### config.mk
export PLATFORM = sky130hd
export DESIGN_NAME = cxwake_top
export DESIGN_NICKNAME = d
export VERILOG_FILES = /design/src/verilog/cxwake_pkg.sv /design/src/verilog/cxwake_top.sv
export SDC_FILE = /design/constraint.sdc
export NUM_CORES = 1
export LEC_CHECK = 0
export BUFFER_PORTS_ARGS = -buffer_cell sky130_fd_sc_hd__buf_2
export CORE_ASPECT_RATIO = 1.1
export CORE_MARGIN = 1.5
export CORE_UTILIZATION = 59
export CTS_CLUSTER_SIZE = 28
export DETAILED_ROUTE_END_ITERATION = 10
export GPL_ROUTABILITY_DRIVEN = 0
export PLACE_DENSITY = 0.86
export SLEW_MARGIN = 5
export SYNTH_ARGS = -nofsm -noshare
export SYNTH_HDL_FRONTEND = slang
export SYNTH_SLANG_ARGS = --single-unit
### constraint.sdc
create_clock -name clk -period 3.25 [get_ports clk]
set_input_delay 0.65 -clock clk [delete_from_list [all_inputs] [get_ports clk]]
set_output_delay 0.65 -clock clk [all_outputs]
set_load 0.03 [all_outputs]
### src/verilog/cxwake_pkg.sv
// cxwake_pkg: constants, register map and types for the bus transceiver fault and wake logic
// assumes a single 10 MHz clock and a plain register port
// ==================================================================
package cxwake_pkg;
  localparam int unsigned CLK_HZ = 10_000_000;
  localparam int unsigned DOM_TIMEOUT_US = 350;
  localparam int unsigned DOM_TIMEOUT_CYC = DOM_TIMEOUT_US * (CLK_HZ / 1_000_000);
  localparam int unsigned WAKE_MIN_NS = 500;
  localparam int unsigned WAKE_MIN_CYC = (WAKE_MIN_NS * (CLK_HZ / 1_000_000) + 999) / 1000;
  localparam int unsigned WAKE_MAX_US = 500;
  localparam int unsigned WAKE_MAX_CYC = WAKE_MAX_US * (CLK_HZ / 1_000_000);
  localparam int unsigned WAKE_PULSES = 3;
  localparam int unsigned CNT_W = 13;
  // register offsets
  localparam logic [3:0] ADDR_CTRL = 4'h0;
  localparam logic [3:0] ADDR_STATUS = 4'h1;
  localparam logic [3:0] ADDR_MASK = 4'h2;
  // control field positions
  localparam int unsigned CTRL_SLEEP = 0;
  localparam int unsigned CTRL_WAKE_EN = 1;
  localparam int unsigned CTRL_SLEW_LO = 2;
  localparam logic [3:0] CTRL_RESET = 4'h2;
  // status field positions
  localparam int unsigned ST_OVERHEAT = 0;
  localparam int unsigned ST_OVERCUR = 1;
  localparam int unsigned ST_DOMTO = 2;
  localparam int unsigned ST_WAKE = 3;
  localparam logic [3:0] MASK_RESET = 4'h0;
  typedef struct packed {
    logic [3:0] addr;
    logic [7:0] wdata;
    logic wr;
    logic rd;
  } cxwake_req_t;
  typedef enum logic [1:0] {
    CXWAKE_IDLE = 2'b01,
    CXWAKE_HIGH = 2'b10
  } cxwake_pulse_t;
endpackage

### src/verilog/cxwake_top.sv
// cxwake_top: transmit timeout, fault flags, sleep, bus wake detector, register port
// assumes asynchronous analog flags and bus monitor, controller on the same clock
//
// Design decisions made here: strobed register access and the address map.
`timescale 1ns/1ps
`default_nettype none
module cxwake_top
(
  input wire logic clk,
  input wire logic sys_rst,
  input wire cxwake_pkg::cxwake_req_t req,
  output logic [7:0] rdata,
  output logic irq,
  input wire logic tx_in,
  output logic rx_out,
  input wire logic bus_rx,
  input wire logic bus_monitor,
  input wire logic overheat_in,
  input wire logic overcur_in,
  output logic drive_dominant,
  output logic [1:0] slew_sel,
  output logic cell_enable
);
  // ==================================================================
  // input synchronisers
  logic [1:0] rx_s1, rx_s2;
  logic rx_q, mon_q, oh_q, oc_q;
  always_ff @(posedge clk)
  begin
    rx_s1 <= {bus_monitor, bus_rx};
    rx_s2 <= rx_s1;
  end
  logic [1:0] fl_s1, fl_s2;
  always_ff @(posedge clk)
  begin
    fl_s1 <= {overcur_in, overheat_in};
    fl_s2 <= fl_s1;
  end
  assign rx_q = rx_s2[0];
  assign mon_q = rx_s2[1];
  assign oh_q = fl_s2[0];
  assign oc_q = fl_s2[1];

  // ==================================================================
  // control register
  logic [3:0] ctrl;
  logic [3:0] status;
  logic [3:0] mask;
  logic sleep_mode, wake_en;
  logic wr_ctrl, wr_status, wr_mask;
  assign wr_ctrl = req.wr && (req.addr == cxwake_pkg::ADDR_CTRL);
  assign wr_status = req.wr && (req.addr == cxwake_pkg::ADDR_STATUS);
  assign wr_mask = req.wr && (req.addr == cxwake_pkg::ADDR_MASK);
  assign sleep_mode = ctrl[cxwake_pkg::CTRL_SLEEP];
  assign wake_en = ctrl[cxwake_pkg::CTRL_WAKE_EN];
  always_ff @(posedge clk)
  begin
    if (sys_rst)
      ctrl <= cxwake_pkg::CTRL_RESET;
    else if (wr_ctrl)
      ctrl <= req.wdata[3:0];
  end
  always_ff @(posedge clk)
  begin
    if (sys_rst)
      mask <= cxwake_pkg::MASK_RESET;
    else if (wr_mask)
      mask <= req.wdata[3:0];
  end
  // normal mode entry: sleep bit written from one to zero
  logic enter_normal;
  assign enter_normal = wr_ctrl && sleep_mode && !req.wdata[cxwake_pkg::CTRL_SLEEP];

  // ==================================================================
  // dominant timeout
  logic [cxwake_pkg::CNT_W-1:0] dom_cnt;
  logic dom_fault;
  logic dom_expire;
  assign dom_expire = (dom_cnt == cxwake_pkg::CNT_W'(cxwake_pkg::DOM_TIMEOUT_CYC - 1)) && !tx_in;
  always_ff @(posedge clk)
  begin
    if (sys_rst || tx_in || sleep_mode)
      dom_cnt <= '0;
    else if (!dom_expire)
      dom_cnt <= dom_cnt + 1'b1;
  end
  always_ff @(posedge clk)
  begin
    if (sys_rst)
      dom_fault <= 1'b0;
    else if (tx_in)
      dom_fault <= 1'b0;
    else if (dom_expire)
      dom_fault <= 1'b1;
  end

  // ==================================================================
  // transmit and receive paths
  always_ff @(posedge clk)
  begin
    if (sys_rst)
    begin
      drive_dominant <= 1'b0;
      rx_out <= 1'b1;
      cell_enable <= 1'b0;
      slew_sel <= 2'd0;
    end
    else
    begin
      drive_dominant <= !tx_in && !dom_fault && !dom_expire && !sleep_mode;
      rx_out <= sleep_mode ? 1'b1 : rx_q;
      cell_enable <= !sleep_mode;
      slew_sel <= ctrl[cxwake_pkg::CTRL_SLEW_LO +: 2];
    end
  end

  // ==================================================================
  // wake detector
  cxwake_pkg::cxwake_pulse_t pstate;
  logic [cxwake_pkg::CNT_W-1:0] width_cnt;
  logic [cxwake_pkg::CNT_W-1:0] gap_cnt;
  logic [1:0] pulse_cnt;
  logic wake_active;
  logic pulse_end, pulse_ok, pulse_bad, gap_out;
  assign wake_active = sleep_mode && wake_en;
  assign pulse_end = (pstate == cxwake_pkg::CXWAKE_HIGH) && mon_q;
  assign pulse_ok = pulse_end && (width_cnt > cxwake_pkg::CNT_W'(cxwake_pkg::WAKE_MIN_CYC))
                    && (width_cnt < cxwake_pkg::CNT_W'(cxwake_pkg::WAKE_MAX_CYC));
  assign pulse_bad = pulse_end && !pulse_ok;
  assign gap_out = (pulse_cnt != 2'd0) && (pstate == cxwake_pkg::CXWAKE_IDLE)
                   && (gap_cnt >= cxwake_pkg::CNT_W'(cxwake_pkg::WAKE_MAX_CYC));
  always_ff @(posedge clk)
  begin
    if (sys_rst || !wake_active)
      pstate <= cxwake_pkg::CXWAKE_IDLE;
    else
      case (pstate)
        cxwake_pkg::CXWAKE_IDLE: if (!mon_q) pstate <= cxwake_pkg::CXWAKE_HIGH;
        cxwake_pkg::CXWAKE_HIGH: if (mon_q) pstate <= cxwake_pkg::CXWAKE_IDLE;
        default: pstate <= cxwake_pkg::CXWAKE_IDLE;
      endcase
  end
  always_ff @(posedge clk)
  begin
    if (sys_rst || pstate != cxwake_pkg::CXWAKE_HIGH)
      width_cnt <= cxwake_pkg::CNT_W'(1);
    else if (width_cnt != '1)
      width_cnt <= width_cnt + 1'b1;
  end
  always_ff @(posedge clk)
  begin
    if (sys_rst || pstate != cxwake_pkg::CXWAKE_IDLE || pulse_cnt == 2'd0)
      gap_cnt <= '0;
    else if (gap_cnt != '1)
      gap_cnt <= gap_cnt + 1'b1;
  end
  logic wake_evt;
  assign wake_evt = pulse_ok && (pulse_cnt == 2'(cxwake_pkg::WAKE_PULSES - 1));
  always_ff @(posedge clk)
  begin
    if (sys_rst || !wake_active)
      pulse_cnt <= 2'd0;
    else if (pulse_bad || gap_out || wake_evt)
      pulse_cnt <= 2'd0;
    else if (pulse_ok)
      pulse_cnt <= pulse_cnt + 2'd1;
  end

  // ==================================================================
  // status, sticky with write one to clear (wake bit cleared on normal mode entry instead), set wins
  logic [3:0] ev;
  assign ev[cxwake_pkg::ST_OVERHEAT] = oh_q;
  assign ev[cxwake_pkg::ST_OVERCUR] = oc_q;
  assign ev[cxwake_pkg::ST_DOMTO] = dom_expire;
  assign ev[cxwake_pkg::ST_WAKE] = wake_evt;
  genvar gi;
  generate
    for (gi = 0; gi < 4; gi++)
    begin : g_st
      always_ff @(posedge clk)
      begin
        if (sys_rst)
          status[gi] <= 1'b0;
        else if (ev[gi])
          status[gi] <= 1'b1;
        else if (gi == cxwake_pkg::ST_WAKE)
        begin
          if (enter_normal)
            status[gi] <= 1'b0;
        end
        else if (wr_status && req.wdata[gi])
          status[gi] <= 1'b0;
      end
    end
  endgenerate
  always_ff @(posedge clk)
  begin
    if (sys_rst)
      irq <= 1'b0;
    else
      irq <= |(status & mask);
  end
  always_ff @(posedge clk)
  begin
    if (sys_rst)
      rdata <= 8'h00;
    else if (req.rd)
      case (req.addr)
        cxwake_pkg::ADDR_CTRL: rdata <= {4'h0, ctrl};
        cxwake_pkg::ADDR_STATUS: rdata <= {4'h0, status};
        cxwake_pkg::ADDR_MASK: rdata <= {4'h0, mask};
        default: rdata <= 8'h00;
      endcase
    else
      rdata <= 8'h00;
  end
endmodule // cxwake_top
`default_nettype wire
==> Word level (Yosys, flattened, before mapping) <==
Cells that the tools add are included.
{ "classes": {"n_mux": 12, "magnitude_cmp": 3, "eq_ne": 12, "n_bitwise": 2, "add_sub_neg": 4, "n_reduce_logical": 48} }
{ "ops": {"columns": ["cell", "n"], "rows": [
  ["$add 13x1->13 const B", 3],
  ["$ne 13x13->1 const B", 2],
  ["$logic_and 1x1->1", 20],
  ["$eq 13x12->1 const B", 1],
  ["$ge 13x13->1 const B", 1],
  ["$gt 13x3->1 const B", 1],
  ["$lt 13x13->1 const B", 1],
  ["$pmux 4 s3", 1],
  ["$reduce_bool 2->1", 5],
  ["$logic_or 1x1->1", 8],
  ["$mux 1", 8],
  ["$reduce_or 2->1", 4],
  ["$logic_not 1->1", 7],
  ["$ne 2x2->1 const B", 3],
  ["$and 4x4->4", 1],
  ["$eq 2x2->1 const B", 2],
  ["$eq 4x1->1 const B", 1],
  ["$eq 4x2->1 const B", 1],
  ["$logic_not 4->1", 1],
  ["$mux 2", 2],
  ["$pmux 2 s2", 1],
  ["$reduce_or 4->1", 1],
  ["$add 2x1->2 const B", 1],
  ["$eq 2x1->1 const B", 1],
  ["other kinds (4)", 4]
]} }
{ "word_totals": {"in_bits": 21, "regBits": 78, "word_cells": 103} }

==> Longest topological paths before layout <==
{ "logic_depth": {"word_depth": 9, "ltp_mapped": 6, "depth_no_buf": 6} }

==> Least setup slack after synthesis <==
OpenSTA, ideal clock, no wires.
{ "synth_timing": {"path_type": "in2reg", "start": "in req[10] (netlist name)", "end": "reg ctrl[1]", "path_stages": 5, "path_buffers": 1, "setup_ns": 0.120, "arrival_time_ns": 1.592, "path_slack_ns": 1.539, "path_cell_list": "nor4b_4 -> nor2b_1 -> buf_4 -> nor2b_1 -> a211o_1"} }
{ "synth_between": {"elab_chain_cells": 2} }
{ "synth_lines": {"columns": ["element", "line_no", "rtl"], "rows": [
  ["from (decl)", "cxwake_top.sv:11", "input wire cxwake_pkg::cxwake_req_t req,"],
  ["$logic_not 4->1", "cxwake_top.sv:51", "assign wr_ctrl = req.wr && (req.addr == cxwake_pkg::ADDR_CTRL);"],
  ["$logic_and 1x1->1", "cxwake_top.sv:51", null],
  ["to (signal assigned)", "cxwake_top.sv:59", "ctrl <= cxwake_pkg::CTRL_RESET;"],
  ["to (signal assigned)", "cxwake_top.sv:61", "ctrl <= req.wdata[3:0];"],
  ["to (decl)", "cxwake_top.sv:46", "logic [3:0] ctrl;"]
]} }
No other way between the ends.
A chain may end at the register's enable or synchronous reset.

==> Worst setup path after layout <==
Ends and elaborated chain as after synthesis.

==> flow_summary.html <==
<table>
<tr><th>Metric</th><th>Value</th></tr>
<tr><th colspan="2">Timing</th></tr>
<tr><td>Least-Margin Pin Slew</td><td>0.847 ns</td></tr>
<tr><td>Finish-stage setup viols</td><td>0</td></tr>
<tr><td>Worst-case setup margin in the final layout</td><td>1.40 ns</td></tr>
<tr><td>Total Negative Setup Slacks</td><td>0 ns</td></tr>
<tr><td>Hold Vio Cnt, Final</td><td>0</td></tr>
<tr><td>Fmax</td><td>541 MHz</td></tr>
<tr><td>Setup Skew</td><td>0.00859 ns</td></tr>
<tr><td>RSZ-0062 raised after global routing</td><td>no</td></tr>
<tr><td>Final Critical Period</td><td>1.85 ns</td></tr>
<tr><td>Period utilisation layout</td><td>0.569</td></tr>
<tr><td>Worst slew margin relative to its limit</td><td>0.428</td></tr>
<tr><td>Max-slew violation count</td><td>0</td></tr>
<tr><th colspan="2">CTS</th></tr>
<tr><td>Clock latency reported for the late side of the worst-skew pair</td><td>0.34 ns</td></tr>
<tr><td>Clock transition time at the flip-flop clock pins of the worst setup and hold paths</td><td>0.08 ns</td></tr>
<tr><td>TritonCTS clock tree</td><td>built</td></tr>
<tr><td>Setup fix buffers added after clock tree synthesis</td><td>0</td></tr>
<tr><td>Number of hold-repair buffers added at the cts stage</td><td>0</td></tr>
<tr><td>CTS sink count</td><td>74</td></tr>
<tr><td>Root cell of the clock tree</td><td>clkbuf_8</td></tr>
<tr><td>CTS Buf Count</td><td>9</td></tr>
<tr><td>H-tree level count</td><td>3</td></tr>
<tr><td>Number of buffers between clock root and the deepest sink</td><td>2</td></tr>
<tr><td>PostCTS Resize Cnt</td><td>0</td></tr>
<tr><th colspan="2">Global route</th></tr>
<tr><td>Maximum number of pins on one net before global-route repair</td><td>26</td></tr>
<tr><td>First-pass GRT wire length</td><td>10.3 mm</td></tr>
<tr><td>Tot GR Track Use</td><td>0.220</td></tr>
<tr><td>Global routing met3 resource utilization</td><td>0.0645</td></tr>
<tr><td>Met1 usage</td><td>0.259</td></tr>
<tr><td>Antenna violations before repair</td><td>0</td></tr>
<tr><td>Global route hottest layer</td><td>met2</td></tr>
<tr><td>Met2 GRT Util</td><td>0.370</td></tr>
<tr><td>Grt ovf</td><td>0</td></tr>
<tr><td>Number of global-route vias before repair</td><td>2449</td></tr>
<tr><th colspan="2">Routing</th></tr>
<tr><td>Starting DRC count in detailed routing</td><td>113</td></tr>
<tr><td>Antenna-violating nets left</td><td>0</td></tr>
<tr><td>Average vias per placed instance</td><td>5.76</td></tr>
<tr><td>Residual DRC count</td><td>0</td></tr>
<tr><td>Routed WL per cell</td><td>13.0 um</td></tr>
<tr><td>Overall via count from detail_route</td><td>2721</td></tr>
<tr><td>Total wire length</td><td>6.12 mm</td></tr>
<tr><td>Detailed-routing iteration count for the pre-antenna-repair pass</td><td>4</td></tr>
<tr><th colspan="2">Power and ir drop</th></tr>
<tr><td>Power share of the combinational group</td><td>0.032</td></tr>
<tr><td>Leakage Power</td><td>1.39 nW</td></tr>
<tr><td>Power per cell area</td><td>481 nW/um2</td></tr>
<tr><td>Proportion of power drawn by flip-flops and latches</td><td>0.527</td></tr>
<tr><td>Clock power frac</td><td>0.441</td></tr>
<tr><td>Highest ir drop seen on vdd</td><td>0.000485 V</td></tr>
<tr><td>P_sw</td><td>0.387 mW</td></tr>
<tr><td>Int Pwr</td><td>1.37 mW</td></tr>
<tr><td>Switching power share of the total</td><td>0.220</td></tr>
<tr><th colspan="2">Critical path</th></tr>
<tr><td>Required time worst endpoint</td><td>3.49 ns</td></tr>
<tr><td>Crit path capture type</td><td>flop</td></tr>
<tr><td>Arrival time worst endpoint</td><td>2.09 ns</td></tr>
<tr><td>Highest net fanout along the worst path</td><td>7</td></tr>
<tr><td>Critical path launch point type</td><td>input port</td></tr>
<tr><td>Register-to-register setup slack</td><td>1.44 ns</td></tr>
<tr><td>Type of the worst setup path</td><td>input port to flop</td></tr>
<tr><th colspan="2">Die</th></tr>
<tr><td>Die span in y</td><td>81.0 um</td></tr>
<tr><td>Initial core utilization</td><td>0.609</td></tr>
<tr><td>Core region area</td><td>5360 um2</td></tr>
<tr><td>Die X</td><td>73.9 um</td></tr>
<tr><td>Area of the die</td><td>5990 um2</td></tr>
<tr><td>FP Rows</td><td>28</td></tr>
<tr><td>IO Count</td><td>35</td></tr>
<tr><th colspan="2">Final layout</th></tr>
<tr><td>Sequential cell area</td><td>1480 um2</td></tr>
<tr><td>Total of fill cells in the finished design</td><td>441</td></tr>
<tr><td>Diodes inserted</td><td>0</td></tr>
<tr><td>Count of non-filler cells in the finished layout</td><td>472</td></tr>
<tr><td>Area added between synthesis and finish</td><td>11.7%</td></tr>
<tr><td>Multi-input gate area in the final layout</td><td>1670 um2</td></tr>
<tr><td>Final core utilization</td><td>0.680</td></tr>
<tr><td>Final Cell Area</td><td>3640 um2</td></tr>
<tr><td>Nets@finish</td><td>421</td></tr>
<tr><td>Layout cell share with drive strength beyond 1</td><td>0.128</td></tr>
<tr><th colspan="2">Synth</th></tr>
<tr><td>Post-Synthesis Cells</td><td>367</td></tr>
<tr><td>Number of storage elements in the synthesis netlist</td><td>74</td></tr>
<tr><td>Number of enable flip-flop cells after synthesis</td><td>0</td></tr>
<tr><td>Synth Area per Inst</td><td>8.89 um2</td></tr>
<tr><td>Syn. warnings</td><td>0</td></tr>
<tr><td>Cell area after synthesis</td><td>3260 um2</td></tr>
<tr><td>Sequential area share after synthesis</td><td>0.454</td></tr>
<tr><td>FFs w/ async S/R, synth</td><td>0</td></tr>
<tr><td>Unique cell type count in the Yosys netlist</td><td>55</td></tr>
<tr><td>Synth Flop Type</td><td>dfxtp_1</td></tr>
<tr><th colspan="2">Flow run</th></tr>
<tr><td>Reported max-cap violation count</td><td>0</td></tr>
<tr><th colspan="2">Placement</th></tr>
<tr><td>Post-DP Area</td><td>3430 um2</td></tr>
<tr><td>Hpwl dp</td><td>4.27 mm</td></tr>
<tr><td>Post-placement setup slack</td><td>1.03 ns</td></tr>
<tr><td>Number of port buffers</td><td>26</td></tr>
<tr><td>Cell total after placement</td><td>457</td></tr>
<tr><th colspan="2">Status</th></tr>
<tr><td>Result of the run</td><td>completed</td></tr>
<tr><th colspan="2">Worst hold path</th></tr>
<tr><td>Hold Path Class</td><td>flop to flop</td></tr>
</table>
==> Yosys cell counts (all sizes together), types with 7 or more instances <==
cell type | instances | share of area
ha | 7 | 0.027
a21oi | 23 | 0.035
mux2i | 10 | 0.031
nor4 | 10 | 0.028
nand2 | 26 | 0.030
nand3 | 22 | 0.034
inv | 12 | 0.014
or3 | 7 | 0.013
a31oi | 7 | 0.013
nor3 | 8 | 0.014
nand4 | 9 | 0.024
o21ai | 12 | 0.018
dfxtp | 74 | 0.45
nor2 | 49 | 0.056
clkbuf | 9 | 0.011
and3 | 11 | 0.021
==> metal layers <==
metal,vias up,part of all wire
met3,8,0.044
li1,1371,-
met4,0,0.010
met1,1280,0.46
met2,62,0.48
met5,-,0
==> state kept, by name, indices dropped and copies added (netlist names), 2 cells and up <==
| register | flops |
|---|---|
| ctrl | 4 |
| dom_cnt | 13 |
| fl_s1 | 2 |
| fl_s2 | 2 |
| gap_cnt | 13 |
| mask | 4 |
| pstate | 2 |
| pulse_cnt | 2 |
| rdata | 4 |
| rx_s1 | 2 |
| rx_s2 | 2 |
| slew_sel | 2 |
| status | 4 |
| width_cnt | 13 |
==> layout by cell type (no fill, tap or decap), drive strengths merged, types with 2 or more instances in the layout <==
| cell type | instances |
|---|---|
| nor2 | 49 |
| nand2b | 6 |
| o21ai | 12 |
| a21oi | 23 |
| o2111ai | 4 |
| nand2 | 26 |
| o21a | 3 |
| conb | 4 |
| a31o | 2 |
| nor2b | 5 |
| clkinvlp | 3 |
| and3 | 11 |
| a22oi | 2 |
| clkbuf | 9 |
| inv | 13 |
| nor3 | 8 |
| xnor2 | 6 |
| o31ai | 2 |
| mux2i | 10 |
| a31oi | 7 |
| or4 | 3 |
| ha | 7 |
| a211o | 2 |
| a41o | 2 |
| nand3 | 22 |
| bufinv | 2 |
| buf | 27 |
| xor2 | 6 |
| nor4b | 2 |
| and4 | 2 |
| a211oi | 2 |
| nand4 | 9 |
| dfxtp | 74 |
| nor4 | 10 |
| nand3b | 3 |
| or3 | 7 |
==> power by group through the flow <==
| stage | sequential (mW) | clock (mW) | combinational (mW) |
|---|---|---|---|
| 2_1_floorplan | 0.949 | 0 | 0.0339 |
| 3_3_place_gp | 0.945 | 0 | 0.0549 |
| 3_5_place_dp | 0.945 | 0 | 0.0559 |
| 4_1_cts | 0.924 | 0.787 | 0.0561 |
| 5_1_grt | 0.925 | 0.827 | 0.0617 |
| 6_report | 0.924 | 0.774 | 0.0561 |
==> final timing paths <==
kind	endpoint	depth (start not counted)	startpoint
worst min-delay path	rx_s2[1]	0	rx_s1[1]
worst max register to register	gap_cnt[9]	6	pulse_cnt[0]
worst max-delay path	ctrl[1]	5	req[10]
worst min register to register	rx_s2[1]	0	rx_s1[1]
==> critical path, cell delays in order <==
cell and delay (ns):
buf_2 0.15, nor4b_4 0.40, nor2b_1 0.51, nor2b_1 0.10, a211o_1 0.28
==> through the flow <==
step                      hold slack, ns  total power, mW
after floorplan                    0.310            0.983
after global placement             0.310             1.00
after detailed placement           0.314             1.00
after CTS                          0.333             1.77
after global routing               0.337             1.81
final                              0.330             1.75
==> logic make-up (layout without fill, tap and decap cells) <==
kind of cell,count (synthesis),after routing,share of synthesized area
compound gates,69,69,0.137
xor+xnor,12,12,0.0322
flops,74,74,0.454
simple gates,167,167,0.281
buf+inv,27,54,0.0376
other cells,1,4,0.00115
mux,10,10,0.0307
fa+ha+maj,7,7,0.0268
==> final cells by class <==
type | count | share of cell area
Clock buffer | 9 | 0.0340
Clock inverter | 6 | 0.0251
Inverter | 12 | 0.0124
Multi-Input combinational cell | 269 | 0.459
Sequential cell | 74 | 0.406
Tap cell | 75 | 0.0257
Timing Repair Buffer | 27 | 0.0378
No activity file was read; power rests on OpenSTA's default activity.
